$ cat src/shared/ibps_pkg.sv
package ibps_pkg;

	// status byte layout
	localparam int STS_W          = 8;
	localparam int BIT_TROUBLE    = 0;
	localparam int BIT_POWER_UP   = 1;
	localparam int BIT_READY      = 4;
	localparam int BIT_BAD_CMD    = 5;
	localparam int BIT_RQS        = 6;

	// reset values of the flags
	localparam logic POWER_UP_RESET = 1'b1;
	localparam logic READY_RESET    = 1'b1;
	localparam logic RQS_RESET      = 1'b0;
	localparam logic BAD_CMD_RESET  = 1'b0;

	// address switches
	localparam int         ADDR_W          = 5;
	localparam logic [4:0] ADDR_RESET      = 5'h00;
	localparam logic [4:0] ADDR_INVALID    = 5'h1f;
	localparam logic [4:0] PP_DIRECT_LIMIT = 5'h08;

	// parallel poll configuration value
	localparam int        PP_CFG_W     = 4;
	localparam int        PP_SENSE_BIT = 3;
	localparam logic [3:0] PP_CFG_RESET = 4'h0;

	// data lines
	localparam logic [7:0] DATA_ALL  = 8'hff;
	localparam logic [7:0] DATA_NONE = 8'h00;
	localparam logic [7:0] LINE_ONE  = 8'h01;

	// start-up: pin synchronisers settle before the power-up request
	localparam logic [1:0] STARTUP_RESET = 2'h0;
	localparam logic [1:0] STARTUP_FIRE  = 2'h2;
	localparam logic [1:0] STARTUP_DONE  = 2'h3;

	// timing of the return-to-local key address display
	localparam int CLK_HZ         = 50000000;
	localparam int HOLD_TIME_S    = 1;
	localparam int DISPLAY_TIME_S = 2;
	localparam int HOLD_CYCLES    = HOLD_TIME_S * CLK_HZ;
	localparam int DISPLAY_CYCLES = DISPLAY_TIME_S * CLK_HZ;
	localparam int CNT_W          = 27;
	localparam logic [26:0] CNT_RESET = 27'h000_0000;

endpackage : ibps_pkg

$ cat src/ibps_sync2.sv
`timescale 1ns/10ps
`default_nettype none

module ibps_sync2 #(
	parameter int WIDTH = 1
) (
	input  wire logic             CLK_SYS,
	input  wire logic             SYS_RST,
	input  wire logic [WIDTH-1:0] ASYNC_IN,
	output var  logic [WIDTH-1:0] SYNC_OUT
);

	logic [WIDTH-1:0] meta_reg;

	always_ff @(posedge CLK_SYS) begin
		if (SYS_RST) begin
			meta_reg <= '0;
			SYNC_OUT <= '0;
		end else begin
			meta_reg <= ASYNC_IN;
			SYNC_OUT <= meta_reg;
		end
	end

endmodule : ibps_sync2

`default_nettype wire

$ cat src/ibps_top.sv
`timescale 1ns/10ps
`default_nettype none

// Behaviour
// - serial poll, parallel poll, clear, trigger, remote/local
// - serial poll drives status byte, bit0 on line1
// - request flag set on request, cleared by poll
// - request line held until serial poll completes
// - bit 5 mirrors bad-command flag, query clears
// - bit 4 ready: set done, cleared start
// - command intake stays open while busy
// - bit 1 set at power-up, clear clears
// - bit 0 set by fault register, query clears
// - per-fault enable gates both fault latching and service requests
// - failed self test silences all bus answers
// - parallel poll answer follows request flag
// - default parallel poll: line address+1, below 8
// - configured parallel poll: sense and line chosen
// - parallel poll leaves request flag unchanged
// - lockout disables only return-to-local key
// - device clear acts addressed or unaddressed
// - trigger acts only when addressed to listen
// - address from five switches, 0 to 30
// - address 31 reported as self-test error
// - key held 1 s shows address, 2 s max
module ibps_top
	import ibps_pkg::*;
#(
	parameter int FAULT_N       = 8,
	parameter int HOLD_CYC      = HOLD_CYCLES,
	parameter int DISPLAY_CYC   = DISPLAY_CYCLES
) (
	input  wire logic               CLK_SYS,
	input  wire logic               SYS_RST,
	input  wire logic [ADDR_W-1:0]  ADDRESS_SWITCH,
	input  wire logic               POWER_UP_REQUEST_SWITCH,
	input  wire logic               RETURN_TO_LOCAL_KEY,
	input  wire logic [FAULT_N-1:0] FAULT_CONDITION,
	input  wire logic [FAULT_N-1:0] FAULT_ENABLE,
	input  wire logic               SELF_TEST_FAIL,
	input  wire logic               LISTEN_ADDRESSED,
	input  wire logic               TALK_ADDRESSED,
	input  wire logic               REMOTE_ENABLE,
	input  wire logic               GO_TO_LOCAL_MSG,
	input  wire logic               LOCAL_LOCKOUT_MSG,
	input  wire logic               SERIAL_POLL_ACTIVE,
	input  wire logic               SERIAL_POLL_DONE,
	input  wire logic               PARALLEL_POLL_ACTIVE,
	input  wire logic               PP_CONFIG_STROBE,
	input  wire logic [PP_CFG_W-1:0] PP_CONFIG_VALUE,
	input  wire logic               PP_UNCONFIGURE_MSG,
	input  wire logic               UNIVERSAL_CLEAR_MSG,
	input  wire logic               SELECTED_CLEAR_MSG,
	input  wire logic               TRIGGER_MSG,
	input  wire logic               CLEAR_COMMAND,
	input  wire logic               PROGRAM_ERROR,
	input  wire logic               ERROR_QUERY,
	input  wire logic               FAULT_QUERY,
	input  wire logic               CMD_START,
	input  wire logic               CMD_DONE,
	output var  logic [STS_W-1:0]   DATA_OUT,
	output var  logic [STS_W-1:0]   DATA_OE,
	output var  logic               SRQ_OE,
	output var  logic               SRQ_INDICATOR,
	output var  logic               LISTEN_INDICATOR,
	output var  logic               TALK_INDICATOR,
	output var  logic               REMOTE_INDICATOR,
	output var  logic               CLEAR_ACTION,
	output var  logic               TRIGGER_ACTION,
	output var  logic               CMD_ACCEPT,
	output var  logic [ADDR_W-1:0]  BUS_ADDRESS,
	output var  logic               ADDRESS_DISPLAY,
	output var  logic               SELF_TEST_ERROR,
	output var  logic [FAULT_N-1:0] FAULT_REGISTER
);

	// synchronised pins
	logic [ADDR_W-1:0]  addr_sw_s;
	logic [1:0]         keys_s;
	logic [FAULT_N-1:0] fault_cond_s;
	logic               pon_sw_s;
	logic               key_s;

	ibps_sync2 #(.WIDTH(ADDR_W)) u_sync_addr (
		.CLK_SYS  (CLK_SYS),
		.SYS_RST  (SYS_RST),
		.ASYNC_IN (ADDRESS_SWITCH),
		.SYNC_OUT (addr_sw_s)
	);

	ibps_sync2 #(.WIDTH(2)) u_sync_keys (
		.CLK_SYS  (CLK_SYS),
		.SYS_RST  (SYS_RST),
		.ASYNC_IN ({POWER_UP_REQUEST_SWITCH, RETURN_TO_LOCAL_KEY}),
		.SYNC_OUT (keys_s)
	);

	ibps_sync2 #(.WIDTH(FAULT_N)) u_sync_fault (
		.CLK_SYS  (CLK_SYS),
		.SYS_RST  (SYS_RST),
		.ASYNC_IN (FAULT_CONDITION),
		.SYNC_OUT (fault_cond_s)
	);

	assign pon_sw_s = keys_s[1];
	assign key_s    = keys_s[0];

	// state
	logic [1:0]          startup_reg,  startup_next;
	logic [ADDR_W-1:0]   addr_reg,     addr_next;
	logic                addr_err_reg, addr_err_next;
	logic [FAULT_N-1:0]  fault_reg,    fault_next;
	logic                rqs_reg,      rqs_next;
	logic                bad_cmd_reg,  bad_cmd_next;
	logic                ready_reg,    ready_next;
	logic                pon_reg,      pon_next;
	logic                pp_en_reg,    pp_en_next;
	logic [PP_CFG_W-1:0] pp_cfg_reg,   pp_cfg_next;
	logic                lockout_reg,  lockout_next;
	logic                remote_reg,   remote_next;
	logic [CNT_W-1:0]    hold_cnt_reg, hold_cnt_next;
	logic [CNT_W-1:0]    disp_cnt_reg, disp_cnt_next;
	logic                disp_reg,     disp_next;
	logic                disp_done_reg, disp_done_next;

	// decode
	logic               startup_fire;
	logic               startup_done;
	logic               silent;
	logic               fault_new;
	logic               srq_set;
	logic               poll_done;
	logic               clear_hit;
	logic [STS_W-1:0]   status_byte;
	logic               pp_bit;
	logic [2:0]         pp_line;
	logic [STS_W-1:0]   pp_lines;
	logic               sp_drive;
	logic               pp_drive;
	logic [STS_W-1:0]   data_out_next;
	logic [STS_W-1:0]   data_oe_next;
	logic               trig_hit;
	logic               key_free;
	logic               hold_end;
	logic               disp_end;

	assign startup_fire = (startup_reg == STARTUP_FIRE);
	assign startup_done = (startup_reg == STARTUP_DONE);
	assign startup_next = startup_done ? startup_reg
		: startup_reg + 2'h1;

	// keep last valid address; 31 is an error
	assign addr_next = (addr_sw_s != ADDR_INVALID) ? addr_sw_s
		: addr_reg;
	assign addr_err_next = startup_done
		&& (addr_sw_s == ADDR_INVALID);
	assign silent = SELF_TEST_FAIL | addr_err_reg;

	// enabled faults latch and raise a request
	assign fault_new = |(fault_cond_s & FAULT_ENABLE & ~fault_reg);
	assign fault_next = (fault_reg & ~{FAULT_N{FAULT_QUERY}})
		| (fault_cond_s & FAULT_ENABLE);
	assign srq_set = fault_new | (startup_fire & pon_sw_s);
	assign poll_done = SERIAL_POLL_DONE & ~silent;
	assign rqs_next = srq_set | (rqs_reg & ~poll_done);

	assign bad_cmd_next = PROGRAM_ERROR
		| (bad_cmd_reg & ~ERROR_QUERY);
	assign ready_next = CMD_DONE | (ready_reg & ~CMD_START);
	assign clear_hit = ~silent & (CLEAR_COMMAND | UNIVERSAL_CLEAR_MSG
		| (SELECTED_CLEAR_MSG & LISTEN_ADDRESSED));
	assign pon_next = pon_reg & ~clear_hit;

	always_comb begin
		status_byte = DATA_NONE;
		status_byte[BIT_RQS]      = rqs_reg;
		status_byte[BIT_BAD_CMD]  = bad_cmd_reg;
		status_byte[BIT_READY]    = ready_reg;
		status_byte[BIT_POWER_UP] = pon_reg;
		status_byte[BIT_TROUBLE]  = |fault_reg;
	end

	// parallel poll configuration
	assign pp_en_next = ~silent & PP_CONFIG_STROBE & LISTEN_ADDRESSED
		| pp_en_reg & ~(PP_UNCONFIGURE_MSG & ~silent);
	assign pp_cfg_next = (~silent & PP_CONFIG_STROBE & LISTEN_ADDRESSED)
		? PP_CONFIG_VALUE : pp_cfg_reg;

	// configured: drive when request flag equals sense
	assign pp_bit = pp_en_reg
		? (rqs_reg ~^ pp_cfg_reg[PP_SENSE_BIT])
		: (rqs_reg && addr_reg < PP_DIRECT_LIMIT);
	assign pp_line = pp_en_reg ? pp_cfg_reg[2:0] : addr_reg[2:0];
	assign pp_lines = (LINE_ONE << pp_line) & {STS_W{pp_bit}};

	assign sp_drive = SERIAL_POLL_ACTIVE & TALK_ADDRESSED & ~silent;
	assign pp_drive = PARALLEL_POLL_ACTIVE & ~silent & ~sp_drive;
	assign data_oe_next = sp_drive ? DATA_ALL
		: pp_drive ? pp_lines : DATA_NONE;
	assign data_out_next = sp_drive ? status_byte
		: pp_drive ? pp_lines : DATA_NONE;

	assign trig_hit = TRIGGER_MSG & LISTEN_ADDRESSED & ~silent;

	// remote/local; lockout masks only the key
	assign key_free = key_s & ~lockout_reg;
	assign lockout_next = REMOTE_ENABLE
		& (lockout_reg | (LOCAL_LOCKOUT_MSG & ~silent));
	assign remote_next = REMOTE_ENABLE & ~(GO_TO_LOCAL_MSG & ~silent)
		& ~key_free & (remote_reg | (LISTEN_ADDRESSED & ~silent));

	// address display on held key
	assign hold_end = (hold_cnt_reg == CNT_W'(HOLD_CYC - 1));
	assign disp_end = (disp_cnt_reg == CNT_W'(DISPLAY_CYC - 1));
	assign disp_next = key_s & ((disp_reg & ~disp_end)
		| (~disp_reg & ~disp_done_reg & hold_end));
	assign disp_done_next = key_s & (disp_done_reg
		| (disp_reg & disp_end));
	assign hold_cnt_next = (!key_s || hold_end) ? CNT_RESET
		: hold_cnt_reg + 1'b1;
	assign disp_cnt_next = !disp_reg ? CNT_RESET
		: disp_cnt_reg + 1'b1;

	always_ff @(posedge CLK_SYS) begin
		if (SYS_RST) begin
			startup_reg  <= STARTUP_RESET;
			addr_reg     <= ADDR_RESET;
			addr_err_reg <= 1'b0;
			fault_reg    <= '0;
			rqs_reg      <= RQS_RESET;
			bad_cmd_reg  <= BAD_CMD_RESET;
			ready_reg    <= READY_RESET;
			pon_reg      <= POWER_UP_RESET;
			pp_en_reg    <= 1'b0;
			pp_cfg_reg   <= PP_CFG_RESET;
			lockout_reg  <= 1'b0;
			remote_reg   <= 1'b0;
		end else begin
			startup_reg  <= startup_next;
			addr_reg     <= addr_next;
			addr_err_reg <= addr_err_next;
			fault_reg    <= fault_next;
			rqs_reg      <= rqs_next;
			bad_cmd_reg  <= bad_cmd_next;
			ready_reg    <= ready_next;
			pon_reg      <= pon_next;
			pp_en_reg    <= pp_en_next;
			pp_cfg_reg   <= pp_cfg_next;
			lockout_reg  <= lockout_next;
			remote_reg   <= remote_next;
		end
	end

	always_ff @(posedge CLK_SYS) begin
		if (SYS_RST) begin
			hold_cnt_reg  <= CNT_RESET;
			disp_cnt_reg  <= CNT_RESET;
			disp_reg      <= 1'b0;
			disp_done_reg <= 1'b0;
		end else begin
			hold_cnt_reg  <= hold_cnt_next;
			disp_cnt_reg  <= disp_cnt_next;
			disp_reg      <= disp_next;
			disp_done_reg <= disp_done_next;
		end
	end

	// registered outputs
	always_ff @(posedge CLK_SYS) begin
		if (SYS_RST) begin
			DATA_OUT         <= DATA_NONE;
			DATA_OE          <= DATA_NONE;
			SRQ_OE           <= 1'b0;
			SRQ_INDICATOR    <= 1'b0;
			LISTEN_INDICATOR <= 1'b0;
			TALK_INDICATOR   <= 1'b0;
			REMOTE_INDICATOR <= 1'b0;
			CLEAR_ACTION     <= 1'b0;
			TRIGGER_ACTION   <= 1'b0;
			CMD_ACCEPT       <= 1'b0;
			BUS_ADDRESS      <= ADDR_RESET;
			ADDRESS_DISPLAY  <= 1'b0;
			SELF_TEST_ERROR  <= 1'b0;
			FAULT_REGISTER   <= '0;
		end else begin
			DATA_OUT         <= data_out_next;
			DATA_OE          <= data_oe_next;
			SRQ_OE           <= rqs_next & ~silent;
			SRQ_INDICATOR    <= rqs_next & ~silent;
			LISTEN_INDICATOR <= LISTEN_ADDRESSED & ~silent;
			TALK_INDICATOR   <= TALK_ADDRESSED & ~silent;
			REMOTE_INDICATOR <= remote_next;
			CLEAR_ACTION     <= clear_hit;
			TRIGGER_ACTION   <= trig_hit;
			CMD_ACCEPT       <= ~silent;
			BUS_ADDRESS      <= addr_next;
			ADDRESS_DISPLAY  <= disp_next;
			SELF_TEST_ERROR  <= addr_err_next;
			FAULT_REGISTER   <= fault_next;
		end
	end
endmodule : ibps_top

`default_nettype wire

$ cat config.mk
export PLATFORM = sky130hd
export DESIGN_NAME = ibps_top
export DESIGN_NICKNAME = d
export VERILOG_FILES = /design/src/shared/ibps_pkg.sv /design/src/ibps_sync2.sv /design/src/ibps_top.sv
export SDC_FILE = /design/constraint.sdc
export NUM_CORES = 1
export LEC_CHECK = 0
export ABC_CLOCK_PERIOD_IN_PS = 2600
export BUFFER_PORTS_ARGS = -buffer_cell sky130_fd_sc_hd__buf_2
export CAP_MARGIN = 20
export CORE_MARGIN = 2
export CORE_UTILIZATION = 28
export CTS_BUF_LIST = sky130_fd_sc_hd__clkbuf_8
export CTS_CLUSTER_DIAMETER = 120
export DETAILED_ROUTE_END_ITERATION = 16
export GPL_ROUTABILITY_DRIVEN = 0
export PLACE_DENSITY_LB_ADDON = 0.3
export SETUP_SLACK_MARGIN = 0.02
export SKIP_LAST_GASP = 1
export SYNTH_ARGS = -nofsm -noshare
export SYNTH_HDL_FRONTEND = slang
export SYNTH_SLANG_ARGS = --single-unit
$ cat constraint.sdc
create_clock -name CLK_SYS -period 2.6 [get_ports CLK_SYS]
set_clock_uncertainty 0.15 [all_clocks]
set_input_delay 0.52 -clock CLK_SYS [delete_from_list [all_inputs] [get_ports CLK_SYS]]
set_output_delay 0.52 -clock CLK_SYS [all_outputs]
set_load 0.005 [all_outputs]
==> results of run 1 <==
[cells in the final DEF (no fill, tap or decap), types with 2 or more instances in the layout]
cell type	count
bufinv_16	2
and4_1	6
nand3_1	19
clkinv_2	2
and2_1	8
dfxtp_1	135
nor3b_1	7
or3b_2	2
nor4_1	10
nand3b_1	7
or4_1	14
ha_1	4
nand2_1	29
buf_2	87
xnor2_1	12
a22o_1	5
xor2_1	15
o31ai_1	13
nor2_1	54
a21oi_1	39
inv_1	13
nand4_1	19
a21o_1	6
o21ai_0	10
nor2b_1	35
nor3_1	6
clkbuf_8	22
and3_1	11
o21a_1	3
or2_2	2
buf_4	7
or3_1	11
nor4b_1	2
nand2b_1	13
clkinvlp_4	3
mux2i_1	5
[cell type report]
cell class,count,area [sq um],area share
Inverter,11,41.3,0.00655
Tap cell,229,287,0.0455
Clock inverter,9,100,0.0159
Clock buffer,22,303,0.0481
Multi-Input combinational cell,384,2360,0.375
Timing Repair Buffer,95,508,0.0806
Sequential cell,135,2700,0.429
[layer usage]
| layer | up-vias | share of wire |
|---|---|---|
| li1 | 2134 | - |
| met1 | 1988 | 0.47 |
| met2 | 77 | 0.48 |
| met3 | 9 | 0.039 |
| met4 | 0 | 0.0074 |
| met5 | - | 0 |
[cell families (layout without fill, tap and decap cells)]
kind of cell,after synthesis,after routing,synth area share
AND/OR/NAND/NOR,260,260,0.281
flip-flops,135,135,0.518
AO/OA/AOI/OAI,88,88,0.107
buffers and inverters,38,137,0.0290
XOR/XNOR,27,27,0.0454
multiplexers,5,5,0.00960
adder cells (fa/ha/maj),4,4,0.00960
[synthesized netlist by cell type, drive strengths merged, types with 10 or more instances]
cell    count  area, sq um
dfxtp     135         2700
nor2       54          203
a21oi      40          204
nor2b      35          219
nand2      29          109
clkbuf     20         75.1
nand4      20          131
nand3      19         95.1
or4        15          116
xor2       15          131
nand2b     13         81.3
o31ai      13         97.6
xnor2      12          105
and3       11         68.8
inv        11         41.3
o21ai      11         58.8
or3        11         68.8
nor4       10         62.6
[critical path, stage by stage, from the launching register on]
cell     delay, ns
dfxtp_1       0.42
nand4_1       0.17
or4_1         0.71
or4_4         0.57
a21oi_2       0.14
[how the worst max path moves through the flow]
stage	slack [ns]	to	from	cells after the start
after floorplan	0.47	hold_cnt_reg[26]	hold_cnt_reg[0]	6
after global placement	0.45	hold_cnt_reg[25]	hold_cnt_reg[2]	4
after detailed placement	0.39	hold_cnt_reg[25]	hold_cnt_reg[2]	4
after CTS	0.38	hold_cnt_reg[25]	hold_cnt_reg[2]	4
after global routing	0.20	hold_cnt_reg[8]	hold_cnt_reg[2]	5
final	0.37	hold_cnt_reg[25]	hold_cnt_reg[2]	4
[power groups by stage]
stage / Sequential [W] / Combinational, W / Clock [W]
2_1_floorplan: 0.00219 / 0.000101 / 0
3_3_place_gp: 0.00220 / 0.000183 / 0
3_5_place_dp: 0.00220 / 0.000187 / 0
4_1_cts: 0.00215 / 0.000188 / 0.00178
5_1_grt: 0.00216 / 0.000211 / 0.00187
6_report: 0.00215 / 0.000184 / 0.00173
[through the flow]
| stage | instances | util | setup WS (ns) | total power [W] | hold WS, ns |
|---|---|---|---|---|---|
| after floorplan | 557 | - | 0.474 | 0.00229 | 0.264 |
| after global placement | 854 | 0.326 | 0.446 | 0.00238 | 0.273 |
| after detailed placement | 854 | 0.326 | 0.391 | 0.00239 | 0.272 |
| after CTS | 885 | 0.348 | 0.380 | 0.00412 | 0.0880 |
| after global routing | 885 | 0.348 | 0.204 | 0.00424 | 0.0963 |
| final | 885 | 0.348 | 0.371 | 0.00407 | 0.114 |
==> summary.txt, run 1 <==
Synth
  – Netlist cell types: 51
  – Post-synth EDFFs: 0
  – Post-Synthesis Net Count: 610
  – Synthesized flop and latch total: 135
  – Post-synthesis sequential area ratio: 0.518
  – Mapped Cells: 557
  – Post-Syn Area per Cell: 9.36 sq um
  – Synthesized cell area: 0.00521 sq mm
  – Post-synthesis async set-or-reset flop share: 0
  – Prevailing post-synth register cell: dfxtp_1
  – Yosys warning count: 0

Min path
  – Hold Crit Endpoint: ready_reg
  – Min-delay src: CMD_START
  – Hold Path Class: in2reg
  – Worst Hold Depth: 2

STA
  – Slew @ Worst Pin: 0.605 ns
  – FMAX: 449 MHz
  – Final hold vios: 0
  – Final setup viols: 0
  – Relative slew margins: 0.593
  – RSZ-0062 raised after global routing: no
  – Slew Viols, Final: 0
  – Setup_tns: 0 ns
  – Final period utilization: 0.857
  – Min cycle time layout: 2.23 ns

Layout
  – Filler Cell Count: 1856
  – Layout area overhead: 20.9%
  – NumNets Final: 697
  – Design Area, Final: 0.00630 sq mm
  – Ant diodes: 0
  – Share of cells above drive strength 1: 0.204

Power and ir drop
  – Comb power frac: 0.045
  – Switching pwr: 0.000888 W
  – Power Dens Cells: 645 mW/mm^2
  – P_leak: 2.42 nW
  – Clock share of power: 0.426
  – Flop pwr share: 0.529
  – Pint: 0.00318 W
  – Peak supply drop: 0.275 mV
  – Sw Share: 0.218

Routing
  – Via density: 4.75
  – Routed vias: 4208
  – DRC: 0
  – Final ANT Viol Nets: 0
  – DRT Pass-1 Iters: 4
  – Drt wl/cell: 13.7 microns
  – DR iter-0 viols: 241
  – WL final: 12.1 mm

Die
  – Core area: 0.0181 sq mm
  – Num ports: 88
  – Starting density of the core: 0.288
  – Die area: 0.0197 sq mm
  – Die W: 140 microns
  – Die height: 140 microns
  – Site Rows: 49

CTS
  – CTS hold repair buffers: 0
  – Clk buf depth: 2
  – CTS root buffer: clkbuf_8
  – Cts repair resizes: 0
  – Clock slew at reported path FFs: 0.07 ns
  – Total CTS buffers: 17
  – Setup Buffers After CTS: 0
  – Clk sink count: 135
  – Total number of H-tree levels: 4
  – Latest clock arrival within the worst-skew pair: 0.43 ns
  – TritonCTS clock tree: done

Place
  – HPWL Detailed: 8.92 mm
  – Placed cell areas: 0.00590 sq mm
  – Port buffer count: 87

Worst setup path
  – R2R Setup Slk: 0.37 ns
  – R2R Path Start: hold_cnt_reg[2]
  – Crit Path Class: reg2reg
  – Required @ worst endpoint: 2.82 ns
  – CP Capture Type: flip-flop
  – Worst-case reg-to-reg path depth: 4
  – Critical path fanouts, max: 10
  – End of the worst register-to-register path: hold_cnt_reg[25]
  – Critical path arrival: 2.45 ns
  – Startpoint type of the worst setup path: flip-flop

Global route
  – First-pass GRT wire length: 20.3 mm
  – Initial antenna violation count: 0
  – Met1 Resource Use GR: 0.161
  – Largest net degree at the start of global routing: 34
  – Vias in the first global route: 4171
  – Gr busiest metal: met2
  – Gr usage total: 0.127
  – Met2 GRT Util: 0.211
  – Congestion Overflow GR: 0
  – GRT met3 Usage: 0.0373

Job
  – Maxcap violations: 0

Status
  – Status: complete, no violations
No activity file was read; power rests on OpenSTA's default activity.
==> inputs of run 2 (changes only) <==
Settings changed: PLACE_DENSITY_LB_ADDON 0.3 to not set.
==> run 2 against run 1 <==
Register-to-register slack improved by 0.05 ns. Critical endpoint unchanged. Clock-buffer cell count fell by 5. Die area did not move. Highest routed layer unchanged. Sequential share of layout area rose by 0.56 points. Critical path depth did not move. Worst hold slack got worse by 0.014 ns. Total power fell by 4.6%. Non-clock buffer count fell by 2. Worst setup slack improved by 0.046 ns. Design area fell by 1.3%. Global-route usage fell by 0.36 points. Combinational power barely moved.
==> summary.txt, run 2 (synthesis results as in run 1) <==
Status
  – Status: complete, no violations

STA
  – RSZ-0062 raised after global routing: no
  – Min cycle time layout: 2.18 ns
  – Setup_tns: 0 ns
  – Slew Viols, Final: 0
  – Final period utilization: 0.840
  – Final setup viols: 0
  – Relative slew margins: 0.613
  – FMAX: 458 MHz
  – Worst hold slack: 0.0995 ns
  – Final hold vios: 0
  – Slew @ Worst Pin: 0.574 ns

Worst setup path
  – Cell family with most CP delay: simple AND/OR/NAND/NOR gates
  – Critical path arrival: 2.41 ns
  – R2R Path Start: hold_cnt_reg[2]
  – Crit Path Class: reg2reg
  – Startpoint type of the worst setup path: flip-flop
  – Crit path depth: 4
  – R2R Setup Slk: 0.42 ns
  – Critical path fanouts, max: 10
  – CP max stage delay: 0.70 ns
  – End point of the critical path: hold_cnt_reg[25]
  – Crit path from: hold_cnt_reg[2]
  – CP max-delay cell: or4_1
  – Buf/Inv on CP: 0
  – Worst-case reg-to-reg path depth: 4
  – End of the worst register-to-register path: hold_cnt_reg[25]
  – Required @ worst endpoint: 2.83 ns
  – Critical path, cell by cell: nand4_1 -> or4_1 -> or4_4 -> a21oi_2
  – CP Capture Type: flip-flop

Global route
  – Congestion Overflow GR: 0
  – First-pass GRT wire length: 19.4 mm
  – Initial antenna violation count: 0
  – Vias in the first global route: 3882
  – Gr usage total: 0.124
  – Largest net degree at the start of global routing: 40

Routing
  – DRT Pass-1 Iters: 4
  – Via density: 4.66
  – Drt wl/cell: 13.2 microns
  – Final ANT Viol Nets: 0
  – Routed vias: 4118
  – WL final: 11.6 mm
  – DRC: 0
  – DR iter-0 viols: 268

CTS
  – CTS root buffer: clkbuf_8
  – Total number of H-tree levels: 4
  – Setup Buffers After CTS: 0
  – Clk sink count: 135
  – Clk buf depth: 2
  – Total CTS buffers: 17
  – TritonCTS clock tree: done
  – Latest clock arrival within the worst-skew pair: 0.45 ns
  – Cts repair resizes: 0
  – Clock slew at reported path FFs: 0.07 ns
  – CTS hold repair buffers: 0

Place
  – Port buffer count: 87
  – HPWL Detailed: 8.49 mm

Die
  – Die height: 140 microns
  – Core area: 0.0181 sq mm
  – Starting density of the core: 0.288
  – Site Rows: 49
  – Die area: 0.0197 sq mm
  – Num ports: 88
  – Die W: 140 microns

Power and ir drop
  – P_leak: 2.38 nW
  – Peak supply drop: 0.268 mV
  – Power Dens Cells: 623 mW/mm^2

Layout
  – Layout area overhead: 19.3%
  – NumNets Final: 695
  – Ant diodes: 0
  – Most common cell after layout, fill and taps aside: dfxtp_1
  – Most frequent cells in the layout: dfxtp_1 (135), buf_2 (87), nor2_1 (54)
  – Share of cells above drive strength 1: 0.202

Job
  – Maxcap violations: 0

Min path
  – Hold Path Class: in2reg
-- run 2: cell type report --
| cell class | instances | area, sq um |
|---|---|---|
| fillers | 1841 | 11900 |
| flip-flops and latches | 135 | 2700 |
| clock buffers | 17 | 234 |
| clock inverters | 14 | 115 |
| inverters | 11 | 41.3 |
| well taps | 229 | 287 |
| repair buffers | 93 | 480 |
| multi-input cells | 384 | 2360 |
-- run 2: worst register-to-register path: stages, from the launching register on --
cell and delay (ns):
dfxtp_1 0.41, nand4_1 0.17, or4_1 0.70, or4_4 0.57, a21oi_2 0.13
-- run 2: worst min path at each step --
stage                                         from                        to  slack [ns]  cells after the start
final                                    CMD_START                 ready_reg         0.1                      2
after global routing                     CMD_START                 ready_reg        0.08                      2
after CTS                                CMD_START                 ready_reg        0.06                      2
after detailed placement  u_sync_fault.meta_reg[2]  u_sync_fault.SYNC_OUT[2]        0.27                      1
after global placement    u_sync_fault.meta_reg[7]  u_sync_fault.SYNC_OUT[7]        0.27                      1
after floorplan            u_sync_addr.meta_reg[0]   u_sync_addr.SYNC_OUT[0]        0.26                      1
-- run 2: layer usage --
metal,vias to the layer above,global-route usage,share of wire
met5,-,0,0
met4,0,0.0563,0.025
met3,23,0.0376,0.045
met2,76,0.184,0.43
met1,1886,0.165,0.50
li1,2133,-,-
-- run 2: metrics by stage --
stage | total power (W) | area, sq um | util | setup slack (ns) | cells
2_1_floorplan | 0.00229 | 5210 | - | 0.474 | 557
3_3_place_gp | 0.00238 | 5870 | 0.325 | 0.457 | 852
3_5_place_dp | 0.00238 | 5870 | 0.325 | 0.433 | 852
4_1_cts | 0.00394 | 6220 | 0.344 | 0.411 | 883
5_1_grt | 0.00407 | 6220 | 0.344 | 0.267 | 883
6_report | 0.00388 | 6220 | 0.344 | 0.417 | 883
-- run 2: power breakdown --
group | internal (W) | switching [W]
sequential | 0.00212 | 0.0000321
combinational | 0.0000916 | 0.0000915
clock | 0.000738 | 0.000805
==> inputs of run 3 (changes only) <==
Settings changed: ABC_CLOCK_PERIOD_IN_PS 2600 to 2170.
Clock period 2.6 ns to 2.17 ns, I/O delays scaled along.
==> run 3 against run 2 <==
Total power rose by 34%. Core utilization increased by 1.5 points. Clock-buffer cell count up 2. Register-to-register slack got worse by 0.27 ns. Worst setup slack worse by 0.27 ns. Largest cell class unchanged. Global-route usage decreased by 0.11 points. Clock power up 55%.
==> summary.txt, run 3 (synthesis results as in run 1) <==
STA
  – Slew Viols, Final: 0
  – Worst hold slack: 0.0330 ns
  – FMAX: 494 MHz
  – Final worst slack: 0.144 ns
  – Slew @ Worst Pin: 0.523 ns
  – RSZ-0062 raised after global routing: yes
  – Min cycle time layout: 2.03 ns
  – Final period utilization: 0.934
  – Setup_tns: 0 ns
  – Relative slew margins: 0.650
  – Final setup viols: 0
  – Final hold vios: 0

Global route
  – Vias in the first global route: 3898
  – Largest net degree at the start of global routing: 59
  – Initial antenna violation count: 3
  – First-pass GRT wire length: 19.2 mm
  – Congestion Overflow GR: 0
  – Gr usage total: 0.123

Layout
  – Core Util, Final: 0.359
  – Most frequent cells in the layout: dfxtp_1 (135), buf_2 (87), nor2_1 (54)
  – Most common cell after layout, fill and taps aside: dfxtp_1
  – Finished Layout Cells: 900
  – NumNets Final: 709
  – Share of cells above drive strength 1: 0.227
  – Layout area overhead: 24.4%

Place
  – HPWL Detailed: 8.58 mm
  – Placement Setup Slack: 0.0871 ns
  – Port buffer count: 87
  – Post-Place Cells: 866

Worst setup path
  – Startpoint type of the worst setup path: flip-flop
  – Crit Path Class: reg2reg
  – CP Capture Type: flip-flop
  – Critical path arrival: 2.25 ns
  – Required @ worst endpoint: 2.40 ns
  – Critical path fanouts, max: 6

Power and ir drop
  – P_leak: 2.53 nW
  – Power Dens Cells: 798 mW/mm^2
  – Peak supply drop: 0.364 mV

Die
  – Site Rows: 49
  – Die W: 140 microns
  – Die height: 140 microns
  – Core area: 0.0181 sq mm
  – Num ports: 88
  – Starting density of the core: 0.288
  – Die area: 0.0197 sq mm

Routing
  – Routed vias: 4170
  – DRT Pass-1 Iters: 4
  – Via density: 4.63
  – Drt wl/cell: 13.0 microns
  – Final ANT Viol Nets: 0
  – DR iter-0 viols: 232
  – WL final: 11.7 mm
  – DRC: 0

Min path
  – Hold Path Class: in2reg

CTS
  – Clock slew at reported path FFs: 0.08 ns
  – Setup Buffers After CTS: 0
  – TritonCTS clock tree: done
  – Clk buf depth: 2
  – Clk sink count: 135
  – Latest clock arrival within the worst-skew pair: 0.44 ns
  – Total CTS buffers: 17
  – Total number of H-tree levels: 4
  – CTS hold repair buffers: 0
  – Cts repair resizes: 0
  – CTS root buffer: clkbuf_8

Status
  – Status: complete, no violations

Job
  – Maxcap violations: 0
==> run 3: cell count changes in the layout (fill, tap and decap cells not counted) <==
cell,before,now
buf_12,0,2
buf_4,6,18
clkinv_2,4,3
diode_2,0,2
inv_1,13,12
or4_4,1,4
or4_1,14,11
clkbuf_8,17,19
clkinvlp_4,3,1
or3_4,0,1
bufinv_16,1,5
or3_1,11,10
clkinv_4,4,3
==> run 3: layout make-up <==
class	instances	area, sq um
Fill cell	1838	11600
Sequential cell	135	2700
Multi-Input combinational cell	384	2380
Timing Repair Buffer	107	611
Tap cell	229	287
Clock buffer	19	262
Clock inverter	13	203
Inverter	11	41.3
Antenna cell	2	5.00
==> run 3: path summary, 6_finish.rpt <==
path | from | to | slack (ns) | depth (start not counted)
worst min-delay path | CMD_START | ready_reg | 0.03 | 2
worst min register to register | u_sync_fault.meta_reg[1] | u_sync_fault.SYNC_OUT[1] | 0.28 | 1
worst max-delay path | hold_cnt_reg[12] | hold_cnt_reg[25] | 0.14 | 4
worst max register to register | hold_cnt_reg[12] | hold_cnt_reg[25] | 0.14 | 4
==> run 3: critical path, cell delays in order, from the launching register on <==
cell and delay [ns]:
dfxtp_1 0.39, nand4_1 0.16, or4_4 0.60, or4_4 0.53
a21oi_2 0.13
==> run 3: routing by layer <==
layer,share of wire,global-route usage,up-vias
met5,0,0,-
met4,0.022,0.0574,0
met3,0.039,0.0383,17
met2,0.44,0.183,70
met1,0.49,0.162,1923
li1,-,-,2160
==> run 3: power by group <==
| part | total (W) | leakage, nW | switching, W | internal (W) |
|---|---|---|---|---|
| registers | 0.00258 | 1.10 | 0.0000369 | 0.00254 |
| clock network | 0.00238 | 0.237 | 0.000956 | 0.00142 |
| logic | 0.000222 | 1.19 | 0.000109 | 0.000113 |
==> run 3: through the flow <==
| stage | area [sq um] | power [W] |
|---|---|---|
| after global placement | 6000 | 0.00286 |
| after detailed placement | 6000 | 0.00286 |
| final | 6490 | 0.00518 |
| after CTS | 6460 | 0.00525 |
| after global routing | 6490 | 0.00539 |
| after floorplan | 5210 | 0.00274 |
